$ cat src/split_timer_pkg.sv
// constants, register map and clock-source encoding for the split 8-bit reload timer
// assumes a single 40 MHz clock and a simple strobe register port
package split_timer_pkg;
  localparam logic [3:0] ADDR_CTRL = 4'h0;
  localparam logic [3:0] ADDR_CLKCTL = 4'h1;
  localparam logic [3:0] ADDR_LOW_RELOAD = 4'h2;
  localparam logic [3:0] ADDR_HIGH_RELOAD = 4'h3;
  localparam logic [3:0] ADDR_LOW_COUNT = 4'h4;
  localparam logic [3:0] ADDR_HIGH_COUNT = 4'h5;
  localparam logic [3:0] ADDR_IRQ_STATUS = 4'h6;
  localparam logic [3:0] ADDR_IRQ_MASK = 4'h7;
  localparam logic [3:0] ADDR_CAPTURE_LOW = 4'h8;
  localparam logic [3:0] ADDR_CAPTURE_HIGH = 4'h9;
  // control register fields
  localparam int CTL_HIGH_FLAG = 7;
  localparam int CTL_LOW_FLAG = 6;
  localparam int CTL_LOW_IRQ_EN = 5;
  localparam int CTL_SPLIT = 3;
  localparam int CTL_RUN = 2;
  localparam int CTL_CAPTURE = 1;
  localparam int CTL_EXT_SEL = 0;
  // clock control register fields
  localparam int CLK_HIGH_MODE = 1;
  localparam int CLK_LOW_MODE = 0;
  localparam int CLK_TIMER_IRQ_EN = 2;
  // interrupt status/mask bits
  localparam int ST_HIGH_OVF = 0;
  localparam int ST_LOW_OVF = 1;
  localparam int ST_CAPTURE = 2;
  localparam logic [7:0] RESET_BYTE = 8'h00;
  localparam logic [7:0] COUNT_MAX = 8'hFF;
  localparam logic [3:0] SYS_DIV = 4'hB; // divide by 12: count 0..11
  localparam logic [2:0] EXT_DIV = 3'h7; // divide by 8: count 0..7
  localparam int CAP_DEPTH = 2;
  typedef enum logic [1:0] {SRC_SYS, SRC_DIV12, SRC_EXT8} clk_src_t;
endpackage

$ cat src/split_timer_capture_mem.sv
`timescale 1ns/1ps
// two-entry capture store: entry 0 low half, entry 1 high half
// assumes writes and reads on the same clock; read data are registered
module split_timer_capture_mem (
  input wire logic mclk,
  input wire logic rst,
  input wire logic wr_en,
  input wire logic [15:0] wr_data,
  input wire logic rd_sel,
  output logic [7:0] rd_data
);
  logic [7:0] mem [split_timer_pkg::CAP_DEPTH];
  logic [7:0] next_mem [split_timer_pkg::CAP_DEPTH];
  logic [7:0] next_rd_data;

  // compute stored bytes and read output
  always_comb begin
    next_mem = mem;
    if (wr_en) begin
      next_mem[0] = wr_data[7:0];
      next_mem[1] = wr_data[15:8];
    end
    next_rd_data = mem[rd_sel];
  end

  // register stored bytes and read output
  always_ff @(posedge mclk or posedge rst) begin
    if (rst) begin
      mem[0] <= split_timer_pkg::RESET_BYTE;
      mem[1] <= split_timer_pkg::RESET_BYTE;
      rd_data <= split_timer_pkg::RESET_BYTE;
    end else begin
      mem <= next_mem;
      rd_data <= next_rd_data;
    end
  end
endmodule

$ cat src/split_timer.sv
`timescale 1ns/1ps
// split-mode timer: two 8-bit auto-reload counters with flags, capture and interrupt
// assumes inputs synchronous to mclk and a register master that never waits
module split_timer (
  input wire logic mclk,
  input wire logic rst,
  input wire logic [3:0] reg_addr,
  input wire logic [7:0] reg_wdata,
  input wire logic reg_wr,
  input wire logic reg_rd,
  output logic [7:0] reg_rdata,
  input wire logic ext_clk_tick,
  input wire logic comparator_out,
  output logic irq,
  output logic timer_irq
);
  ////////////////////////////////////////////////////////////////////////
  // register state
  logic [7:0] timer_control_reg;
  logic [7:0] clock_control_reg;
  logic [7:0] low_reload_value;
  logic [7:0] high_reload_value;
  logic [7:0] low_count;
  logic [7:0] high_count;
  logic [2:0] irq_status;
  logic [2:0] irq_mask;
  logic [3:0] div12_cnt;
  logic [2:0] ext_cnt;
  logic ext_prev;
  logic comp_prev;
  logic rd_is_cap;
  logic [7:0] next_timer_control_reg;
  logic [7:0] next_clock_control_reg;
  logic [7:0] next_low_reload_value;
  logic [7:0] next_high_reload_value;
  logic [7:0] next_low_count;
  logic [7:0] next_high_count;
  logic [2:0] next_irq_status;
  logic [2:0] next_irq_mask;
  logic [3:0] next_div12_cnt;
  logic [2:0] next_ext_cnt;
  logic [7:0] next_reg_rdata;
  logic next_irq;
  logic next_timer_irq;
  logic next_rd_is_cap;
  logic [7:0] cap_rdata;

  // split setting and field decoding
  logic split_mode_sel;
  logic high_run_ctl;
  logic ext_clk_sel;
  logic high_clk_mode;
  logic low_clk_mode;
  logic low_flag_irq_en;
  logic capture_en;
  logic timer_irq_en;
  logic tick_sys12;
  logic tick_ext8;
  logic high_tick;
  logic low_tick;
  logic high_wrap;
  logic low_wrap;
  logic cap_event;
  logic wr_hit_ctrl;

  assign split_mode_sel = timer_control_reg[split_timer_pkg::CTL_SPLIT];
  assign high_run_ctl = timer_control_reg[split_timer_pkg::CTL_RUN];
  assign ext_clk_sel = timer_control_reg[split_timer_pkg::CTL_EXT_SEL];
  assign capture_en = timer_control_reg[split_timer_pkg::CTL_CAPTURE];
  assign low_flag_irq_en = timer_control_reg[split_timer_pkg::CTL_LOW_IRQ_EN];
  assign high_clk_mode = clock_control_reg[split_timer_pkg::CLK_HIGH_MODE];
  assign low_clk_mode = clock_control_reg[split_timer_pkg::CLK_LOW_MODE];
  assign timer_irq_en = clock_control_reg[split_timer_pkg::CLK_TIMER_IRQ_EN];

  // pick the clock source from a mode bit and the shared external select
  function automatic split_timer_pkg::clk_src_t pick_src(input logic mode, input logic ext);
    if (mode) begin
      pick_src = split_timer_pkg::SRC_SYS;
    end else if (ext) begin
      pick_src = split_timer_pkg::SRC_EXT8;
    end else begin
      pick_src = split_timer_pkg::SRC_DIV12;
    end
  endfunction

  // turn a source choice into a count enable
  function automatic logic src_tick(input split_timer_pkg::clk_src_t src, input logic t12, input logic t8);
    case (src)
      split_timer_pkg::SRC_SYS: src_tick = 1'b1;
      split_timer_pkg::SRC_DIV12: src_tick = t12;
      split_timer_pkg::SRC_EXT8: src_tick = t8;
      default: src_tick = 1'b0;
    endcase
  endfunction

  ////////////////////////////////////////////////////////////////////////
  // prescalers: system_clock/12 and external edge /8
  assign tick_sys12 = (div12_cnt == split_timer_pkg::SYS_DIV);
  assign tick_ext8 = ext_clk_tick && !ext_prev && (ext_cnt == split_timer_pkg::EXT_DIV);

  always_comb begin
    next_div12_cnt = tick_sys12 ? 4'h0 : div12_cnt + 4'h1;
    next_ext_cnt = ext_cnt;
    if (ext_clk_tick && !ext_prev) begin
      next_ext_cnt = ext_cnt + 3'h1; // wraps after eight rising edges
    end
  end

  always_ff @(posedge mclk or posedge rst) begin
    if (rst) begin
      div12_cnt <= 4'h0;
      ext_cnt <= 3'h0;
      ext_prev <= 1'b0;
      comp_prev <= 1'b0;
    end else begin
      div12_cnt <= next_div12_cnt;
      ext_cnt <= next_ext_cnt;
      ext_prev <= ext_clk_tick;
      comp_prev <= comparator_out;
    end
  end

  ////////////////////////////////////////////////////////////////////////
  // counters
  assign high_tick = src_tick(pick_src(high_clk_mode, ext_clk_sel), tick_sys12, tick_ext8);
  assign low_tick = src_tick(pick_src(low_clk_mode, ext_clk_sel), tick_sys12, tick_ext8);
  // low half free-runs in split mode; high half only with run control
  assign high_wrap = split_mode_sel && high_run_ctl && high_tick
    && (high_count == split_timer_pkg::COUNT_MAX);
  assign low_wrap = split_mode_sel && low_tick && (low_count == split_timer_pkg::COUNT_MAX);
  assign cap_event = capture_en && comparator_out && !comp_prev;
  assign wr_hit_ctrl = reg_wr && (reg_addr == split_timer_pkg::ADDR_CTRL);

  // counter next values; software writes to a count register win over counting
  always_comb begin
    next_high_count = high_count;
    next_low_count = low_count;
    if (split_mode_sel) begin
      if (high_wrap) begin
        next_high_count = high_reload_value;
      end else if (high_run_ctl && high_tick) begin
        next_high_count = high_count + 8'h01;
      end
      if (low_wrap) begin
        next_low_count = low_reload_value;
      end else if (low_tick) begin
        next_low_count = low_count + 8'h01;
      end
    end
    if (reg_wr && reg_addr == split_timer_pkg::ADDR_HIGH_COUNT) begin
      next_high_count = reg_wdata;
    end
    if (reg_wr && reg_addr == split_timer_pkg::ADDR_LOW_COUNT) begin
      next_low_count = reg_wdata;
    end
  end

  always_ff @(posedge mclk or posedge rst) begin
    if (rst) begin
      high_count <= split_timer_pkg::RESET_BYTE;
      low_count <= split_timer_pkg::RESET_BYTE;
    end else begin
      high_count <= next_high_count;
      low_count <= next_low_count;
    end
  end

  ////////////////////////////////////////////////////////////////////////
  // control registers and overflow flags
  always_comb begin
    next_timer_control_reg = timer_control_reg;
    next_clock_control_reg = clock_control_reg;
    next_low_reload_value = low_reload_value;
    next_high_reload_value = high_reload_value;
    next_irq_mask = irq_mask;
    if (wr_hit_ctrl) begin
      next_timer_control_reg = reg_wdata; // flags cleared only by software writes
    end
    if (reg_wr && reg_addr == split_timer_pkg::ADDR_CLKCTL) begin
      next_clock_control_reg = reg_wdata;
    end
    if (reg_wr && reg_addr == split_timer_pkg::ADDR_LOW_RELOAD) begin
      next_low_reload_value = reg_wdata;
    end
    if (reg_wr && reg_addr == split_timer_pkg::ADDR_HIGH_RELOAD) begin
      next_high_reload_value = reg_wdata;
    end
    if (reg_wr && reg_addr == split_timer_pkg::ADDR_IRQ_MASK) begin
      next_irq_mask = reg_wdata[2:0];
    end
    // set wins over a simultaneous software write
    if (high_wrap) begin
      next_timer_control_reg[split_timer_pkg::CTL_HIGH_FLAG] = 1'b1;
    end
    if (low_wrap) begin
      next_timer_control_reg[split_timer_pkg::CTL_LOW_FLAG] = 1'b1;
    end
    next_timer_control_reg[4] = 1'b0; // unused bit reads zero
  end

  always_ff @(posedge mclk or posedge rst) begin
    if (rst) begin
      timer_control_reg <= split_timer_pkg::RESET_BYTE;
      clock_control_reg <= split_timer_pkg::RESET_BYTE;
      low_reload_value <= split_timer_pkg::RESET_BYTE;
      high_reload_value <= split_timer_pkg::RESET_BYTE;
      irq_mask <= 3'h0;
    end else begin
      timer_control_reg <= next_timer_control_reg;
      clock_control_reg <= next_clock_control_reg;
      low_reload_value <= next_low_reload_value;
      high_reload_value <= next_high_reload_value;
      irq_mask <= next_irq_mask;
    end
  end

  ////////////////////////////////////////////////////////////////////////
  // sticky status, clear on read, and interrupt outputs
  always_comb begin
    next_irq_status = irq_status;
    if (reg_rd && reg_addr == split_timer_pkg::ADDR_IRQ_STATUS) begin
      next_irq_status = 3'h0;
    end
    if (high_wrap) begin
      next_irq_status[split_timer_pkg::ST_HIGH_OVF] = 1'b1;
    end
    if (low_wrap) begin
      next_irq_status[split_timer_pkg::ST_LOW_OVF] = 1'b1;
    end
    if (cap_event) begin
      next_irq_status[split_timer_pkg::ST_CAPTURE] = 1'b1;
    end
    next_irq = |(next_irq_status & irq_mask);
    // with timer_irq_en set, timer interrupt follows the flags: high always, low only when enabled
    next_timer_irq = timer_irq_en && (next_timer_control_reg[split_timer_pkg::CTL_HIGH_FLAG]
      || (next_timer_control_reg[split_timer_pkg::CTL_LOW_IRQ_EN]
      && next_timer_control_reg[split_timer_pkg::CTL_LOW_FLAG]));
  end

  always_ff @(posedge mclk or posedge rst) begin
    if (rst) begin
      irq_status <= 3'h0;
      irq <= 1'b0;
      timer_irq <= 1'b0;
    end else begin
      irq_status <= next_irq_status;
      irq <= next_irq;
      timer_irq <= next_timer_irq;
    end
  end

  ////////////////////////////////////////////////////////////////////////
  // capture store
  split_timer_capture_mem u_cap (
    .mclk(mclk),
    .rst(rst),
    .wr_en(cap_event),
    .wr_data({high_count, low_count}),
    .rd_sel(reg_addr == split_timer_pkg::ADDR_CAPTURE_HIGH),
    .rd_data(cap_rdata)
  );

  ////////////////////////////////////////////////////////////////////////
  // read data, one cycle after the strobe, zero otherwise
  always_comb begin
    next_reg_rdata = 8'h00;
    next_rd_is_cap = 1'b0;
    if (reg_rd) begin
      case (reg_addr)
        split_timer_pkg::ADDR_CTRL: next_reg_rdata = timer_control_reg;
        split_timer_pkg::ADDR_CLKCTL: next_reg_rdata = clock_control_reg;
        split_timer_pkg::ADDR_LOW_RELOAD: next_reg_rdata = low_reload_value;
        split_timer_pkg::ADDR_HIGH_RELOAD: next_reg_rdata = high_reload_value;
        split_timer_pkg::ADDR_LOW_COUNT: next_reg_rdata = low_count;
        split_timer_pkg::ADDR_HIGH_COUNT: next_reg_rdata = high_count;
        split_timer_pkg::ADDR_IRQ_STATUS: next_reg_rdata = {5'h00, irq_status};
        split_timer_pkg::ADDR_IRQ_MASK: next_reg_rdata = {5'h00, irq_mask};
        split_timer_pkg::ADDR_CAPTURE_LOW: next_rd_is_cap = 1'b1;
        split_timer_pkg::ADDR_CAPTURE_HIGH: next_rd_is_cap = 1'b1;
        default: next_reg_rdata = 8'h00;
      endcase
    end
  end

  always_ff @(posedge mclk or posedge rst) begin
    if (rst) begin
      rd_is_cap <= 1'b0;
    end else begin
      rd_is_cap <= next_rd_is_cap;
    end
  end

  // capture bytes come from the memory register, others from this stage
  logic [7:0] rdata_reg;
  always_ff @(posedge mclk or posedge rst) begin
    if (rst) begin
      rdata_reg <= 8'h00;
    end else begin
      rdata_reg <= next_reg_rdata;
    end
  end
  assign reg_rdata = rd_is_cap ? cap_rdata : rdata_reg;
endmodule

$ cat config.mk
export PLATFORM = sky130hd
export DESIGN_NAME = split_timer
export DESIGN_NICKNAME = d
export VERILOG_FILES = /design/src/split_timer_pkg.sv /design/src/split_timer_capture_mem.sv /design/src/split_timer.sv
export SDC_FILE = /design/constraint.sdc
export NUM_CORES = 1
export LEC_CHECK = 0
export BUFFER_PORTS_ARGS = -buffer_cell sky130_fd_sc_hd__buf_2
export CAP_MARGIN = 30
export CELL_PAD_IN_SITES_DETAIL_PLACEMENT = 0
export CELL_PAD_IN_SITES_GLOBAL_PLACEMENT = 1
export CORE_MARGIN = 2
export CORE_UTILIZATION = 49
export DETAILED_ROUTE_END_ITERATION = 7
export PLACE_DENSITY = 0.75
export SLEW_MARGIN = 20
export SYNTH_ARGS = -nofsm -noshare
export SYNTH_HDL_FRONTEND = slang
export SYNTH_SLANG_ARGS = --single-unit
$ cat constraint.sdc
create_clock -name mclk -period 3.55 [get_ports mclk]
set_input_delay 0.355 -clock mclk [delete_from_list [all_inputs] [get_ports mclk]]
set_output_delay 0.355 -clock mclk [all_outputs]
set_load 0.03 [all_outputs]
==> key figures <==
Global routing
  – Leftover overflow at the end of global routing: 0
  – Overall fraction of global-route tracks in use: 24.0%
  – Maximum number of pins on one net before global-route repair: 52
  – Initial antenna violation count: 0
  – Wire length of the first global-routing pass: 18500 um
  – Vias in the first global route: 3280

Route
  – Via count: 3442
  – Sum of routed wire length over all layers: 11800 um
  – Remaining DRCs: 0
  – Routed Antenna Nets: 0
  – Final routed wire length divided by cell count: 20.5 um
  – Drt initial violations: 160
  – 1st-pass router iterations: 4
  – Vias per inst: 6.00

Worst setup path
  – Worst Reg-to-Reg Cells: 7
  – Req. time, crit path: 3.77 ns
  – Critical Path, Cell by Cell: ha_1 > ha_1 > and4b_1 > o31a_1 > and2_2 > a311oi_1 > a221oi_1
  – Kind of critical path: flip-flop to flip-flop
  – Delay of the slowest cell on the worst path: 0.47 ns
  – Endpoint arrival time on the critical path: 2.50 ns
  – WP buf/inv: 0
  – Nature of the critical path endpoint: flip-flop
  – Cell family with most CP delay: compound AO/OA/AOI/OAI gates
  – Critical path's slowest cell: o31a_1
  – Cell type with the highest occurrence count on the critical path: ha_1
  – Maximum fanout encountered on the critical timing path: 12
  – Launching element type of the critical path: flip-flop
  – Cell depth of the worst setup path: 7

Synth
  – Cells after Synth: 414
  – Post-Synthesis Mean Instance Area: 11.6 um^2
  – Most common cell in the synthesized netlist: dfrtp_1
  – Main flop type after synthesis: dfrtp_1
  – Area of the mapped netlist: 4800 um^2
  – Top cells by area, synth: dfrtp_1 (51%), mux2_2 (16%), nand2_1 (2.8%), mux2i_1 (2.3%), nor2_1 (2.3%)
  – Number of flops mapped to enable cells by yosys: 0
  – YS warnings: 0
  – Leading post-synthesis cells by instance count: dfrtp_1 (97), mux2_2 (68), nand2_1 (36), nor2_1 (29), a21oi_1 (13)
  – Register bit total from synthesis: 97
  – Portion of synthesized cell area occupied by the leading cell type: 50.5%
  – Area leader, netlist: dfrtp_1
  – Count of different cell masters after synthesis: 65
  – Share of async-settable or async-resettable flops after synthesis: 100%
  – Sequential fraction of the synthesis area: 50.5%
  – Total nets after synthesis: 437

Place
  – RD Place Congestion: 0.909
  – Port Buffers: 27
  – Worst setup slack before clock tree synthesis: 1.22 ns
  – HPWL after DPL: 8540 um

Floorplan
  – Total number of placement rows: 36
  – Die boundary height: 103 um
  – IO Pins: 28
  – Core area: 9640 um^2
  – Starting density of the core: 49.8%
  – Area of the die: 10600 um^2
  – Width of the chip: 103 um

Timing
  – Clock period minus final worst setup slack: 2.28 ns
  – Max Freq: 438 MHz
  – Post-route clock period utilization: 64.3%
  – Min Hold Slack: 0.00187 ns
  – Final hold vios: 0
  – RSZ-0062 raised after global routing: no
  – Slew Limit Fails: 0
  – Setup slack of the critical path after layout: 1.27 ns
  – Worst Clk Skew: 0.00914 ns
  – Slew Limit Headroom: 50.1%
  – Actual slew at the worst max-slew pin: 0.743 ns
  – Total Negative Setup Slacks: 0 ns
  – # setup viols final: 0

Layout
  – P&R area growth vs syn: 8.83%
  – Proportion of layout cells with a drive suffix above 1: 29.9%
  – Total area of multi-input combinational cells: 2240 um^2
  – Flip-flop count of the largest register, all copies and words added: 16
  – # nets final: 459
  – Fill cell instance count of the final layout: 874
  – Register with the most flip-flops: u_cap.mem
  – Sequential cell area: 2430 um^2
  – Diode insertion count for antenna repair: 0

Flow run
  – Count of max-cap constraint violations: 0

Clocking
  – Clock transition at the register clock pins on the worst setup and hold paths after CTS: 0.09 ns
  – Clock sinks: 97
  – Count of cells resized by post-cts repair: 0
  – Clock tree from TritonCTS: done
  – Longest Clk Path Bufs: 2
  – # Post-CTS Setup Buffers: 0
  – Cts bufs inserted: 9
  – CTS root buffer: clkbuf_8
  – Count of hold-fix buffers inserted at cts: 0
  – H-tree level count: 3
  – Clock network latency to the later pin of the worst-skew pair: 0.37 ns

Pwr
  – Leakage component of the power: 2.33 nW
  – Largest vdd supply drop: 0.243 mV
  – Total power divided by cell area: 629 nW/um^2
  – Total power after layout: 3.29 mW

Status
  – Run status: completed

Worst hold path
  – Hold/Removal Path Class: input port to asynchronous set/reset pin
-- metrics by stage --
step | util, % | area (um^2) | std cells
2_1_floorplan | - | 4800 | 414
4_1_cts | 54.2 | 5220 | 573
5_1_grt | 54.2 | 5230 | 574
3_3_place_gp | 51.9 | 5000 | 556
6_report | 54.2 | 5230 | 574
3_5_place_dp | 52.2 | 5030 | 557
-- kinds of logic (layout without fill, tap and decap cells) --
group                    count (synthesis)  count (layout)  share of synthesized area, %
AO/OA/AOI/OAI                           85              85                          12.6
XOR/XNOR                                 4               4                         0.729
adder cells (fa/ha/maj)                  5               5                          1.30
buffers and inverters                   24              51                          2.79
flip-flops                              97              97                          50.5
multiplexers                            80              80                          18.7
AND/OR/NAND/NOR                        119             119                          13.4
-- layout make-up --
type	count	share of cell area, %
Clock buffer	13	2.85
Clock inverter	3	0.766
Inverter	4	0.335
Multi-Input combinational cell	293	42.9
Sequential cell	97	46.4
Tap cell	133	3.18
Timing Repair Buffer	31	3.54
-- placed cells by master, fill, tap and decap left out, drive strengths merged, types with 8 or more instances in the layout --
cell,instances
dfrtp,97
mux2,68
nand2,38
nor2,32
buf,31
a21oi,13
clkbuf,13
mux2i,11
nand3,11
o21ai,11
a31oi,8
a22o,8
-- worst reg2reg max path, delay by kind of cell (launching register included) --
kind,cells,cell delay [ns]
compound gates,3,0.81
simple gates,2,0.55
flops,1,0.41
fa+ha+maj,2,0.38
-- worst paths after layout --
check	startpoint	endpoint	slack, ns
worst max-delay path	ext_cnt[0]$_DFFE_PP0P_	low_count[7]$_DFFE_PP0P_	1.27
worst min-delay path	rst	comp_prev$_DFF_PP0_	0.002
worst max register to register	ext_cnt[0]$_DFFE_PP0P_	low_count[7]$_DFFE_PP0P_	1.27
worst min register to register	div12_cnt[0]$_DFF_PP0_	div12_cnt[0]$_DFF_PP0_	0.46
max in group asynchronous	rst	low_count[6]$_DFFE_PP0P_	2.75
min in group mclk	comparator_out	comp_prev$_DFF_PP0_	0.11
-- per-layer routing --
metal | GRT usage (%) | wire, um | vias up
li1 | - | - | 1577
met1 | 33.7 | 5530 | 1767
met2 | 37.5 | 5610 | 82
met3 | 3.12 | 397 | 16
met4 | 10.3 | 240 | 0
met5 | 0 | 0 | -
-- report_power, final --
part / internal [mW] / total [mW] / switching [mW]
Combinational: 0.432 / 0.805 / 0.373
Clock: 0.344 / 0.703 / 0.359
Sequential: 1.44 / 1.78 / 0.349
Total: 2.21 / 3.29 / 1.08
Note: power is estimated with default switching activity, not from simulation.
